===== src/alsr_consts.svh =====
// Purpose: Offsets, field positions, reset values and counts for the alarm status register
// Assumes: Included by the design modules
// Notes: Guarded against double inclusion
// How it works
// - Flag sets after N consecutive out-of-range checks
// - In-range before N keeps flag at zero
// - Latched flag holds until read, cause gone or not
// - Latched flag clears only by read or reset
// - Read clears flags; persisting cause resets them
// - Hold disabled: flag follows condition directly
// - Sixteen bit read-only register at 4Fh, resets zero
// - Bit 15 reads zero, writes ignored
// - Bit 14 flags input 0 or pair 0/1
// - Bit 13 flags input 1 out of range
// - Bit 12 flags input 2 or pair 2/3
// - Bit 11 flags input 3 out of range
// - Bit 10 on-chip under, only when enabled
// - Bit 9 on-chip over, only when enabled
// - Bit 8 remote one under, when enabled
// - Bit 7 remote one over, when enabled
// - Bit 6 remote two under, when enabled
// - Bit 5 remote two over, when enabled
// - Bits 4,3 remote sensor faults, when enabled
// - Bit 2 die at least 150C, 8C hysteresis
// - Masked alarms set flag but not pin
`ifndef ALSR_CONSTS_SVH
`define ALSR_CONSTS_SVH

`define ALSR_ADDR_STATUS 8'h4F
`define ALSR_ADDR_CTRL 8'h4E
`define ALSR_ADDR_MASK 8'h4D
`define ALSR_RESET_VALUE 16'h0000
`define ALSR_BIT_CH0 14
`define ALSR_BIT_CH1 13
`define ALSR_BIT_CH2 12
`define ALSR_BIT_CH3 11
`define ALSR_BIT_LT_LO 10
`define ALSR_BIT_LT_HI 9
`define ALSR_BIT_R1_LO 8
`define ALSR_BIT_R1_HI 7
`define ALSR_BIT_R2_LO 6
`define ALSR_BIT_R2_HI 5
`define ALSR_BIT_R1_FAIL 4
`define ALSR_BIT_R2_FAIL 3
`define ALSR_BIT_THERM 2
`define ALSR_LIVE_MASK 16'h7FFC
`define ALSR_CTRL_HOLD_DIS 0
`define ALSR_CTRL_ONCHIP_SENSOR_ENABLE 1
`define ALSR_CTRL_EN_R1 2
`define ALSR_CTRL_EN_R2 3
`define ALSR_CTRL_RESET 16'h0000
`define ALSR_MASK_RESET 16'h0000
`define ALSR_CONSEC_N 4
`define ALSR_THERM_TRIP 16'h0960
`define ALSR_THERM_HYST 16'h0080

`endif


===== src/alsr_pkg.sv =====
// Purpose: Types for the alarm status register block
// Assumes: alsr_consts.svh holds the numbers
// Notes: Types only
package alsr_pkg;
  // Register port request
  typedef struct packed {
    logic [7:0] addr;
    logic [15:0] wdata;
    logic wr;
    logic rd;
  } alsr_req_s;

  // One completed conversion cycle
  typedef struct packed {
    logic done;
    logic [13:0] over_range;
    logic [15:0] die_temp;
  } alsr_conv_s;

  typedef enum logic [1:0] {
    ALSR_ST_CLEAR = 2'b00,
    ALSR_ST_COUNT = 2'b01,
    ALSR_ST_SET = 2'b10
  } alsr_flag_e;
endpackage


===== src/alsr_flag_cell.sv =====
// Purpose: One alarm flag with consecutive-result filter and hold logic
// Assumes: check strobes once per completed conversion cycle
// Notes: Set from a filtered condition wins over a clearing read
`timescale 1ns/1ns
`include "alsr_consts.svh"
module alsr_flag_cell
  import alsr_pkg::*;
#(
  parameter int CONSEC_N = `ALSR_CONSEC_N
)
(
  input wire logic clk_sys, // System clock
  input wire logic rst, // Synchronous reset, high
  input wire logic ce, // Clock enable
  input wire logic check, // Conversion cycle done
  input wire logic out_of_range, // Raw condition this cycle
  input wire logic enable, // Channel evaluated
  input wire logic hold_dis, // Flag follows condition
  input wire logic read_clr, // Status register read
  output logic flag // Status flag
);
  localparam int CW = $clog2(CONSEC_N + 1);
  logic [CW-1:0] cnt_q;
  logic cond_q;
  alsr_flag_e st_q;
  logic hit;

  assign hit = check && enable && out_of_range;

  ////////////////////////////////////////////////////////////////
  // Consecutive filter: any in-range result restarts the count
  always_ff @(posedge clk_sys)
  begin
    if (rst)
    begin
      cnt_q <= '0;
      cond_q <= 1'b0;
    end
    else if (ce)
    begin
      if (!enable)
      begin
        cnt_q <= '0;
        cond_q <= 1'b0;
      end
      else if (check)
      begin
        if (!out_of_range)
        begin
          cnt_q <= '0;
          cond_q <= 1'b0;
        end
        else if (cnt_q >= CW'(CONSEC_N - 1))
        begin
          cnt_q <= CW'(CONSEC_N);
          cond_q <= 1'b1;
        end
        else
          cnt_q <= cnt_q + CW'(1);
      end
    end
  end

  ////////////////////////////////////////////////////////////////
  // Flag state
  always_ff @(posedge clk_sys)
  begin
    if (rst)
      st_q <= ALSR_ST_CLEAR;
    else if (ce)
    begin
      case (st_q)
        ALSR_ST_CLEAR:
        begin
          if (hit && cond_q)
            st_q <= ALSR_ST_SET;
          else if (hit)
            st_q <= ALSR_ST_COUNT;
        end
        ALSR_ST_COUNT:
        begin
          if (!enable || (check && !out_of_range))
            st_q <= ALSR_ST_CLEAR;
          else if (hit && cnt_q >= CW'(CONSEC_N - 1))
            st_q <= ALSR_ST_SET;
        end
        ALSR_ST_SET:
        begin
          if (hold_dis && !cond_q)
            st_q <= ALSR_ST_CLEAR;
          else if (read_clr && !(hit && cnt_q >= CW'(CONSEC_N - 1)))
            st_q <= cond_q ? ALSR_ST_COUNT : ALSR_ST_CLEAR;
        end
        default: st_q <= ALSR_ST_CLEAR;
      endcase
    end
  end

  // Immediate clear when hold is disabled and the condition is gone
  assign flag = (st_q == ALSR_ST_SET) && !(hold_dis && !cond_q);
endmodule // alsr_flag_cell


===== src/alsr_status.sv =====
// Purpose: Alarm status register with filtered, held alarm flags and alarm pin
// Assumes: Converter logic gives per-channel out-of-range results and a done strobe
// Notes: Control and mask registers sit beside the status word on the same port
//
// The plain strobed port was chosen for this implementation.
`timescale 1ns/1ns
`include "alsr_consts.svh"
module alsr_status
  import alsr_pkg::*;
#(
  parameter int CONSEC_N = `ALSR_CONSEC_N
)
(
  input wire logic clk_sys, // System clock, 20 MHz
  input wire logic rst, // Synchronous reset, high
  input wire logic ce, // Clock enable, freezes state when low
  input wire logic soft_rst, // Software reset pulse
  input wire alsr_req_s req, // Register port request
  input wire alsr_conv_s conv, // Conversion results
  input wire logic remote1_fail, // Remote one open or short
  input wire logic remote2_fail, // Remote two open or short
  output logic [15:0] rdata, // Read data, cycle after read
  output logic alarm_n // Alarm output, low when active
);
  logic [15:0] ctrl_q;
  logic [15:0] mask_q;
  logic [15:0] rdata_q;
  logic alarm_n_q;
  logic therm_q;
  logic read_clr;
  logic [15:0] cond;
  logic [15:0] en_vec;
  logic [15:0] flags;
  logic any_rst;
  logic hold_dis;

  assign any_rst = rst || soft_rst;
  assign hold_dis = ctrl_q[`ALSR_CTRL_HOLD_DIS];
  assign read_clr = ce && req.rd && (req.addr == `ALSR_ADDR_STATUS);

  ////////////////////////////////////////////////////////////////
  // Writable control and mask; status word takes no writes
  always_ff @(posedge clk_sys)
  begin
    if (any_rst)
    begin
      ctrl_q <= `ALSR_CTRL_RESET;
      mask_q <= `ALSR_MASK_RESET;
    end
    else if (ce && req.wr)
    begin
      if (req.addr == `ALSR_ADDR_CTRL)
        ctrl_q <= req.wdata & 16'h000F;
      else if (req.addr == `ALSR_ADDR_MASK)
        mask_q <= req.wdata & `ALSR_LIVE_MASK;
    end
  end

  ////////////////////////////////////////////////////////////////
  // Die temperature trip with hysteresis, forced low while sensor off
  always_ff @(posedge clk_sys)
  begin
    if (any_rst)
      therm_q <= 1'b0;
    else if (ce)
    begin
      if (!ctrl_q[`ALSR_CTRL_ONCHIP_SENSOR_ENABLE])
        therm_q <= 1'b0;
      else if (conv.done)
      begin
        if (conv.die_temp >= `ALSR_THERM_TRIP)
          therm_q <= 1'b1;
        else if (conv.die_temp < (`ALSR_THERM_TRIP - `ALSR_THERM_HYST))
          therm_q <= 1'b0;
      end
    end
  end

  ////////////////////////////////////////////////////////////////
  // Raw conditions and enables per status bit
  always_comb
  begin
    cond = '0;
    en_vec = '0;
    cond[14:5] = conv.over_range[13:4];
    cond[`ALSR_BIT_R1_FAIL] = remote1_fail;
    cond[`ALSR_BIT_R2_FAIL] = remote2_fail;
    // Decided on this very result, so the filter counts the same done that measured it
    if (therm_q)
      cond[`ALSR_BIT_THERM] = (conv.die_temp >= (`ALSR_THERM_TRIP - `ALSR_THERM_HYST));
    else
      cond[`ALSR_BIT_THERM] = (conv.die_temp >= `ALSR_THERM_TRIP);
    en_vec[14:11] = 4'hF;
    en_vec[`ALSR_BIT_LT_LO] = ctrl_q[`ALSR_CTRL_ONCHIP_SENSOR_ENABLE];
    en_vec[`ALSR_BIT_LT_HI] = ctrl_q[`ALSR_CTRL_ONCHIP_SENSOR_ENABLE];
    en_vec[`ALSR_BIT_R1_LO] = ctrl_q[`ALSR_CTRL_EN_R1];
    en_vec[`ALSR_BIT_R1_HI] = ctrl_q[`ALSR_CTRL_EN_R1];
    en_vec[`ALSR_BIT_R2_LO] = ctrl_q[`ALSR_CTRL_EN_R2];
    en_vec[`ALSR_BIT_R2_HI] = ctrl_q[`ALSR_CTRL_EN_R2];
    en_vec[`ALSR_BIT_R1_FAIL] = ctrl_q[`ALSR_CTRL_EN_R1];
    en_vec[`ALSR_BIT_R2_FAIL] = ctrl_q[`ALSR_CTRL_EN_R2];
    en_vec[`ALSR_BIT_THERM] = ctrl_q[`ALSR_CTRL_ONCHIP_SENSOR_ENABLE];
  end

  ////////////////////////////////////////////////////////////////
  // One filtered flag per live bit; reserved bits stay zero
  assign flags[15] = 1'b0;
  assign flags[1:0] = 2'b00;

  genvar gi;
  generate
    for (gi = 2; gi <= 14; gi++)
    begin : g_flag
      alsr_flag_cell #(
        .CONSEC_N(CONSEC_N)
      ) u_cell (
        .clk_sys(clk_sys),
        .rst(any_rst),
        .ce(ce),
        .check(conv.done),
        .out_of_range(cond[gi]),
        .enable(en_vec[gi]),
        .hold_dis(hold_dis),
        .read_clr(read_clr),
        .flag(flags[gi])
      );
    end
  endgenerate

  ////////////////////////////////////////////////////////////////
  // Read data and alarm pin, both registered
  always_ff @(posedge clk_sys)
  begin
    if (any_rst)
    begin
      rdata_q <= `ALSR_RESET_VALUE;
      alarm_n_q <= 1'b1;
    end
    else if (ce)
    begin
      alarm_n_q <= ~|(flags & mask_q);
      if (req.rd)
      begin
        if (req.addr == `ALSR_ADDR_STATUS)
          rdata_q <= flags & `ALSR_LIVE_MASK;
        else if (req.addr == `ALSR_ADDR_CTRL)
          rdata_q <= ctrl_q;
        else if (req.addr == `ALSR_ADDR_MASK)
          rdata_q <= mask_q;
        else
          rdata_q <= 16'h0000;
      end
      else
        rdata_q <= 16'h0000;
    end
  end

  assign rdata = rdata_q;
  assign alarm_n = alarm_n_q;
endmodule // alsr_status


===== config.mk =====
export PLATFORM = sky130hd
export DESIGN_NAME = alsr_status
export DESIGN_NICKNAME = d
export VERILOG_FILES = /design/src/alsr_pkg.sv /design/src/alsr_flag_cell.sv /design/src/alsr_status.sv
export VERILOG_INCLUDE_DIRS = /design/src
export SDC_FILE = /design/constraint.sdc
export NUM_CORES = 1
export LEC_CHECK = 0
export ABC_AREA = 1
export BUFFER_PORTS_ARGS = -buffer_cell sky130_fd_sc_hd__buf_2
export CAP_MARGIN = 20
export CORE_MARGIN = 3
export CORE_UTILIZATION = 50
export CTS_CLUSTER_DIAMETER = 120
export CTS_CLUSTER_SIZE = 14
export DETAILED_ROUTE_END_ITERATION = 10
export GPL_ROUTABILITY_DRIVEN = 0
export PLACE_DENSITY = 0.77
export SYNTH_ARGS = -nofsm -noshare
export SYNTH_HDL_FRONTEND = slang
export SYNTH_SLANG_ARGS = --single-unit

===== constraint.sdc =====
create_clock -name clk_sys -period 2.3 [get_ports clk_sys]
set_input_delay 0.23 -clock clk_sys [delete_from_list [all_inputs] [get_ports clk_sys]]
set_output_delay 0.23 -clock clk_sys [all_outputs]
set_load 0.02 [all_outputs]

Word level (Yosys, flattened, before mapping)
Cells that the tools add are included.

Flip-flop bits (word level): 113. Output and inout bits: 17.

Bitwise operators: 2. $add $sub $neg: 13. Muxes and demuxes: 201. Reduce and logical (&&, ||, !) cells: 210. Order comparisons: 16. Equal/unequal tests: 85.

Operator list (count): $mux W2 (78); $mux W3 (44); $ne A3 B1 Y1 const B (40); $logic_and A1 B1 Y1 (97); $pmux W2 S3 (13); $mux W1 (62); $logic_not A1 Y1 (56); $reduce_and A4 Y1 (13); $mux W15 (3); $reduce_and A3 Y1 (15); $add A3 B1 Y3 const B (13); $ge A3 B2 Y1 const B (13); $ge A16 B12 Y1 const B (2); $eq A2 B1 Y1 const B (13); $eq A2 B2 Y1 const B (13); $logic_not A2 Y1 (13); $eq A8 B7 Y1 const B (3); $ne A3 B2 Y1 const B (8); $lt A16 B12 Y1 const B (1); $mux W16 (1); $reduce_or A16 Y1 (1); $and A15 B15 Y15 (1); $logic_or A1 B1 Y1 (10); $reduce_and A2 Y1 (5); other kinds (4) (9).

Longest topological paths before layout
Gate-level depths: netlist of run 1.

Depth in word-level cells: 9. Depth in mapped cells: 13. Mapped depth without buffers: 13.

Cells and area by module
Synthesis of run 1 repeated with hierarchy kept, for this count alone.

Cells, all modules: 1157. Area total of the unflattened synthesis: 7272.0 um2.

Modules (own cells, without submodules): alsr_flag_cell (g_flag[4].u_cell ...) (times used 6, cells an instance 70, area each 427.9 um2); alsr_flag_cell (g_flag[10].u_cell ...) (times used 6, cells an instance 69, area each 420.4 um2); alsr_status (times used 1, cells an instance 254, area each 1760.4 um2); alsr_flag_cell (g_flag[3].u_cell) (times used 1, cells an instance 69, area each 421.7 um2).

Worst setup path before layout of run 1
No wires, ideal clock.

Kind: register to register. From: reg g_flag[14].u_cell.cnt_q[0]. To: reg g_flag[14].u_cell.st_q[0]. Cell stages (with the launch flop): 12. Slack: 0.713 ns. Clock period less this slack: 1.587 ns. Data required time: 2.181 ns. Arrival: 1.467 ns. Cell sequence: dfxtp_1 ha_1 ha_1 inv_1 nand3_1 inv_1 nor2_1 nor2_1 a211oi_1 nand2_1 o21ai_0 a21oi_1.

Cells in the longest elaborated chain, start to end: 6.

Ends and longest elaborated chain: start: declaration (RTL line alsr_flag_cell.sv:23) `logic [CW-1:0] cnt_q;`; start signal: assignment (RTL line alsr_flag_cell.sv:55) `cnt_q <= CW'(CONSEC_N);`; start signal: assignment (RTL line alsr_flag_cell.sv:59) `cnt_q <= cnt_q + CW'(1);`; $ge A3 B2 Y1 (*) (RTL line alsr_flag_cell.sv:84, alsr_flag_cell.sv:91); $logic_and A1 B1 Y1 (*) (RTL line alsr_flag_cell.sv:84, alsr_flag_cell.sv:91); $logic_not A1 Y1 (RTL line alsr_flag_cell.sv:91) `else if (read_clr && !(hit && cnt_q >= CW'(CONSEC_N - 1)))`; $logic_and A1 B1 Y1 (RTL line alsr_flag_cell.sv:91); $ne A3 B1 Y1 (no source line); $reduce_and A4 Y1 (no source line) (*); end signal: assignment (RTL line alsr_flag_cell.sv:92) `st_q <= cond_q ? ALSR_ST_COUNT : ALSR_ST_CLEAR;`; end: declaration (RTL line alsr_flag_cell.sv:25) `alsr_flag_e st_q;`.

Mark *: on every way between the ends. The rest lies on a longest branch, timed or not. A chain may end at the register's enable or synchronous reset.

Worst setup path after layout of run 1
From: reg g_flag[5].u_cell.cnt_q[0]. To: reg g_flag[5].u_cell.st_q[0].

Cells in the longest elaborated chain, start to end: 6.

Ends and longest elaborated chain (RTL line): start: declaration (alsr_flag_cell.sv:23); start signal: assignment (alsr_flag_cell.sv:55); start signal: assignment (alsr_flag_cell.sv:59); $ge A3 B2 Y1 (*) (alsr_flag_cell.sv:84, alsr_flag_cell.sv:91); $logic_and A1 B1 Y1 (*) (alsr_flag_cell.sv:84, alsr_flag_cell.sv:91); $logic_not A1 Y1 (alsr_flag_cell.sv:91); $logic_and A1 B1 Y1 (alsr_flag_cell.sv:91); $ne A3 B1 Y1 (no source line); $reduce_and A4 Y1 (no source line) (*); end signal: assignment (alsr_flag_cell.sv:92); end: declaration (alsr_flag_cell.sv:25).

Marks and branches as above.

==> results.ini, run 1 <==
[global_route]
grtUsageTotal_pct=22.0
grt_antenna_before_repair=0
grt_pass1_wl_um=25800
grt_overflow_total=0
grt_pass1_vias=5556
grt_max_degree=59

[worst_setup_path]
cp_max_fo=4
slowest_stage=dfxtp_1
cp-end-kind=register
crit_chain=ha_1, ha_1, inv_1, nand3_1, inv_1, nor2_1, nor2_1, a211oi_1, nand2_1, o21ai_0, a21oi_1
cp.required_ns=2.54
crit_buf_inv=2
crit_type=reg2reg
cp.arrival_ns=2.02
cpPeakStageDelay_ns=0.38
path_delay_family=compound AO/OA/AOI/OAI gates
startpoint_type=register

[synthesis]
synth_cell_type_count=47
synthArstFlopShare_pct=0
synth_nets=1000
synth_ff_type=dfxtp_1
yosys_warnings=0
synth-edff-count=0
synth.top_cell.area_share_pct=36.2
ys_ff_latch=112
yosysSeqAreaShare_pct=36.2
syn_area_um2=6200
synth_top_cell_by_area=dfxtp_1
synth_area_leaders=dfxtp_1 36%, nand2_1 11%, a21oi_1 7.4%, inv_1 6.8%, nor2_1 6.2%
synth.avg_cell_area_um2=6.80
synth_cells=911

[detailed_routing]
first_iter_violations=487
drc=0
drt-total-wl_um=15400
dr.pass1.iters=5
vias=6217
wl_per_cell_um=13.5
vias_per_cell=5.43
drt.antenna.violating_nets=0

[sta]
setup_viol=0
slew_headroom_pct=61.8
hold_viol=0
period_needed_ns=1.78
post-route-period-util_pct=77.3
rsz0062_at_grt=false
setup_tns_ns=0
fin_hold_ws_ns=0.0949
worst_slew_pin_slew_ns=0.569
max_freq_mhz=562
fin_worst_skew_ns=0.00808
slew_viol_final=0

[cts]
cts_tree=yes
postCtsSetupBuffers=0
cts_resized=0
ctsHtreeMaxLevel=3
numCtsBuffers=9
clockBufferDepth=2
insertion_delay_ns=0.35
cts.reportedPaths.clkPinSlew_ns=0.08
root_buffer=clkbuf_16
hold_buffers=0
clock-sinks=112

[floorplanning]
initial_core_util_pct=51.4
coreArea_um2=12100
die_area_um2=13800
num_io_pins=80
num_rows=40
die_h_um=117
die-width_um=117

[worst_hold_path]
hp-class=in2reg

[placement]
io_buffers=68
hpwlAfterDp_um=11200

[run]
max_cap_viol_count=0

[final_layout]
area_growth_pct=12.9
fillerInstances=1123
final_core_util_pct=58.0
fin_nets=1061
drive_gt1_share_pct=11.9
antenna_cells=0

[power]
p_leak_nw=2.88
power.density_nw_per_um2=531
worst_ir_drop_vdd_uv=324

[outcome]
outcome=finished, final reports clean

path summary, 6_finish.rpt:
check                        startpoint                          to  slack [ns]  cells past startpoint
min reg2reg  g_flag[12].u_cell.cnt_q[2]  g_flag[12].u_cell.cnt_q[2]        0.47                      2
max           g_flag[5].u_cell.cnt_q[0]    g_flag[5].u_cell.st_q[0]        0.52                     11
max reg2reg   g_flag[5].u_cell.cnt_q[0]    g_flag[5].u_cell.st_q[0]        0.52                     11
min                             req[15]                  mask_q[13]        0.09                      3
layout by cell type (no fill, tap or decap), types with 12 or more instances in the layout:
cell type	Yosys	routed
a211oi_1	18	18
a21oi_1	92	92
buf_2	4	68
dfxtp_1	112	112
ha_1	26	26
inv_1	112	111
nand2_1	189	189
nand3_1	43	43
nor2_1	102	101
nor3_1	12	12
nor4_1	15	15
o21ai_0	71	71
synthesized netlist by cell type (2+ instances only):
cell       number
nand2_1       189
dfxtp_1       112
inv_1         112
nor2_1        102
a21oi_1        92
o21ai_0        71
nand3_1        43
ha_1           26
clkbuf_1       20
a211oi_1       18
nor4_1         15
nor3_1         12
o21ai_1        11
o31ai_1        10
a22oi_1         7
nand4_1         6
a32oi_1         5
o211ai_1        5
buf_2           4
nor2_2          4
o2111ai_1       4
o21a_1          4
a221oi_1        3
buf_4           3
nand3_2         3
a22o_1          2
a31o_2          2
a31oi_1         2
clkinv_1        2
inv_2           2
inv_4           2
o32ai_1         2
or2_2           2
sequential cells by signal, indices dropped and copies added, names as in the netlist:
name	flops
g_flag.u_cell.st_q	26
rdata	15
ctrl_q	4
mask_q	13
g_flag.u_cell.cond_q	13
alarm_n	1
therm_q	1
g_flag.u_cell.cnt_q	39
report_power, final:
part | switching (mW) | internal [mW] | total [mW]
Sequential | 0.00933 | 1.95 | 1.96
Clock | 0.755 | 0.753 | 1.51
Combinational | 0.172 | 0.0833 | 0.255
Total | 0.936 | 2.78 | 3.72
metal layers:
metal / share of wire, % / vias up / track usage, %
li1: - / 3185 / -
met1: 48 / 2813 / 31.1
met2: 43 / 198 / 34.4
met3: 6.9 / 21 / 3.91
met4: 1.9 / 0 / 6.96
met5: 0 / - / 0
worst reg2reg max path: cells and delay by family (launching register included):
kind / cells / cell delay, ns
AND/OR/NAND/NOR: 4 / 0.42
adder cells (fa/ha/maj): 2 / 0.31
flip-flops: 1 / 0.38
buffers and inverters: 2 / 0.11
AO/OA/AOI/OAI: 3 / 0.45
stage by stage:
step | area, um2 | cells | worst slack (ns) | total power [mW]
after detailed placement | 6720 | 1129 | 0.399 | 2.25
after floorplan | 6200 | 911 | 0.713 | 2.15
after global placement | 6720 | 1129 | 0.421 | 2.25
after CTS | 7000 | 1145 | 0.512 | 3.74
final | 7000 | 1145 | 0.521 | 3.72
after global routing | 7000 | 1145 | 0.218 | 3.84
cell families (layout without fill, tap and decap cells):
group,count (synthesis),count (layout),synth area share (%)
simple gates,381,381,26.3
compound gates,242,242,22.7
buf+inv,148,214,9.45
flops,112,112,36.2
fa+ha+maj,26,26,5.25
other cells,1,1,0.0605
xor+xnor,1,1,0.141
final cells by class:
class                      instances  area (um2)  area share [%]
clock buffer                      10         229            3.27
clock inverter                     6        50.0           0.715
inverter                         118         448            6.40
multi-input combinational        651        3380            48.2
sequential                       112        2240            32.0
tap                              168         210            3.00
timing repair buffer              80         443            6.33
(Power assumes the default switching activity.)
==> run 2, diff against run 1 <==
==> constraint.sdc (replaced) <==
create_clock -name clk_sys -period 1.76 [get_ports clk_sys]
set_input_delay 0.176 -clock clk_sys [delete_from_list [all_inputs] [get_ports clk_sys]]
set_output_delay 0.176 -clock clk_sys [all_outputs]
set_load 0.02 [all_outputs]
==> results.ini, run 2 (synthesized netlist as in run 1, its figures left out) <==
[outcome]
outcome=finished, final reports clean

[sta]
setup_ws_ns=0.0555  ; -0.466 ns
period_needed_ns=1.70  ; -0.0742 ns
fin_worst_skew_ns=0.00944  ; +0.00136 ns
worst_slew_pin_slew_ns=0.683  ; +0.114 ns
max_freq_mhz=587  ; +4.4%
setup_viol=0  ; unchanged
hold_viol=0  ; unchanged
slew_headroom_pct=54.4  ; -7.4 points
slew_viol_final=0  ; unchanged
post-route-period-util_pct=96.8  ; +20 points

[detailed_routing]
vias_per_cell=5.48  ; +0.92%
first_iter_violations=517  ; +6.2%
vias=6389  ; +2.8%
dr.pass1.iters=6  ; +1
drt-total-wl_um=16400  ; +6.1%
drt.antenna.violating_nets=0  ; unchanged
wl_per_cell_um=14.0  ; +4.2%
drc=0  ; unchanged

[floorplanning]
num_rows=40  ; unchanged
coreArea_um2=12100  ; unchanged
die_area_um2=13800  ; unchanged
num_io_pins=80  ; unchanged
die_h_um=117  ; unchanged
die-width_um=117  ; unchanged
initial_core_util_pct=51.4  ; unchanged

[worst_setup_path]
crit_type=reg2reg
startpoint_type=register
cp-end-kind=register
path_delay_family=compound AO/OA/AOI/OAI gates
crit_chain=ha_4, ha_4, inv_1, nand3_2, inv_2, nor2_4, nor2_2, a211oi_2, nand2_1, o21ai_1, a21oi_1
crit_top_cell=ha_4
cpPeakStageDelay_ns=0.37  ; about the same
cp.arrival_ns=1.95  ; -0.07 ns
slowest_stage=dfxtp_4
cp.required_ns=2.01  ; -0.53 ns
cp_max_fo=4  ; unchanged
crit_buf_inv=2  ; unchanged

[run]
max_cap_viol_count=0  ; unchanged

[final_layout]
largest_register_ffs=39  ; unchanged
top_register=g_flag.u_cell.cnt_q
antenna_cells=0  ; unchanged
final_core_util_pct=60.9  ; +2.8 points
fillerInstances=1143  ; +1.8%
area_growth_pct=18.5
fin_nets=1083  ; +2.1%
drive_gt1_share_pct=17.4  ; +5.6 points
mostFrequentLayoutCells=186 x nand2_1, 106 x inv_1, 103 x dfxtp_1
final_common_cell=nand2_1

[cts]
cts.reportedPaths.clkPinSlew_ns=0.07  ; about the same
cts_tree=yes
root_buffer=clkbuf_16
ctsHtreeMaxLevel=3  ; unchanged
insertion_delay_ns=0.35  ; about the same
numCtsBuffers=9  ; unchanged
clockBufferDepth=2  ; unchanged
clock-sinks=112  ; unchanged

[placement]
dp_slack_ns=-0.0286  ; -0.428 ns
hpwlAfterDp_um=11500  ; +2.8%
io_buffers=68  ; unchanged

[global_route]
grt_overflow_total=0  ; unchanged
grtUsageTotal_pct=23.1  ; +1.1 points
grt_antenna_before_repair=0  ; unchanged
grt_pass1_wl_um=26900  ; +4.5%
grt_max_degree=59  ; unchanged
grt_pass1_vias=5795  ; +4.3%

[power]
p_leak_nw=3.04  ; +5.7%
power.density_nw_per_um2=685  ; +29%
worst_ir_drop_vdd_uv=408  ; +26%

[worst_hold_path]
hp-class=in2reg

## run 2: cell count changes in the layout (fill, tap and decap cells not counted), moves of 5 or more
cell and change:
dfxtp_1 -9, buf_4 +21, inv_1 -5, o21ai_0 -13, inv_2 +5, dfxtp_2 +8, o21ai_1 +10, nor2_1 -8
## run 2: metrics by stage
step           hold WS [ns]  TNS [ns]  power (mW)  area (um2)  cells
2_1_floorplan         0.302         0        2.81        6200    911
3_3_place_gp          0.392         0        2.95        6850   1144
3_5_place_dp          0.401   -0.0286        2.96        6850   1144
4_1_cts              0.0433         0        5.05        7170   1159
5_1_grt              0.0499    -0.140        5.19        7340   1166
6_report             0.0390         0        5.03        7340   1166
## run 2: final cells by class
class | count | area, um2 | area share [%]
multi-input cells | 651 | 3500 | 47.7
flip-flops and latches | 112 | 2260 | 30.7
repair buffers | 102 | 621 | 8.45
inverters | 118 | 448 | 6.10
clock buffers | 13 | 270 | 3.68
well taps | 168 | 210 | 2.86
clock inverters | 2 | 37.5 | 0.511
## run 2: per-layer routing
| layer | track usage (%) | vias to the layer above | routed length (um) |
|---|---|---|---|
| li1 | - | 3233 | - |
| met1 | 32.1 | 2913 | 7630 |
| met2 | 37.4 | 220 | 7400 |
| met3 | 2.89 | 23 | 1020 |
| met4 | 7.77 | 0 | 308 |
| met5 | 0 | - | 0 |
## run 2: worst paths after layout
| kind | start | cells past startpoint | slack (ns) | endpoint |
|---|---|---|---|---|
| hold / removal | req[8] | 3 | 0.04 | mask_q[6] |
| setup / recovery | g_flag[14].u_cell.cnt_q[1] | 11 | 0.06 | g_flag[14].u_cell.st_q[0] |
| hold reg to reg | g_flag[13].u_cell.cnt_q[2] | 2 | 0.46 | g_flag[13].u_cell.cnt_q[2] |
| setup reg to reg | g_flag[14].u_cell.cnt_q[1] | 11 | 0.06 | g_flag[14].u_cell.st_q[0] |
## run 2: timing repair
action                                  in CTS  in global routing
endpoints found under the setup margin       4                 22
setup buffers                                0                  7
pin swaps                                    0                 12
endpoints found under the hold margin        0                  0
gates resized for setup                      3                 54
hold buffers                                 0                  0
## run 2: where the power goes
group	switching, mW	internal [mW]	total (mW)
clock network	0.903	1.21	2.12
logic	0.234	0.123	0.358
registers	0.0121	2.54	2.56
total	1.15	3.88	5.03
## run 2: worst register-to-register path: stages, from the launching register on
cell and delay (ns):
dfxtp_4 0.37, ha_4 0.15, ha_4 0.12, inv_1 0.04, nand3_2 0.07, inv_2 0.07
nor2_4 0.14, nor2_2 0.06, a211oi_2 0.24, nand2_1 0.13, o21ai_1 0.16, a21oi_1 0.05
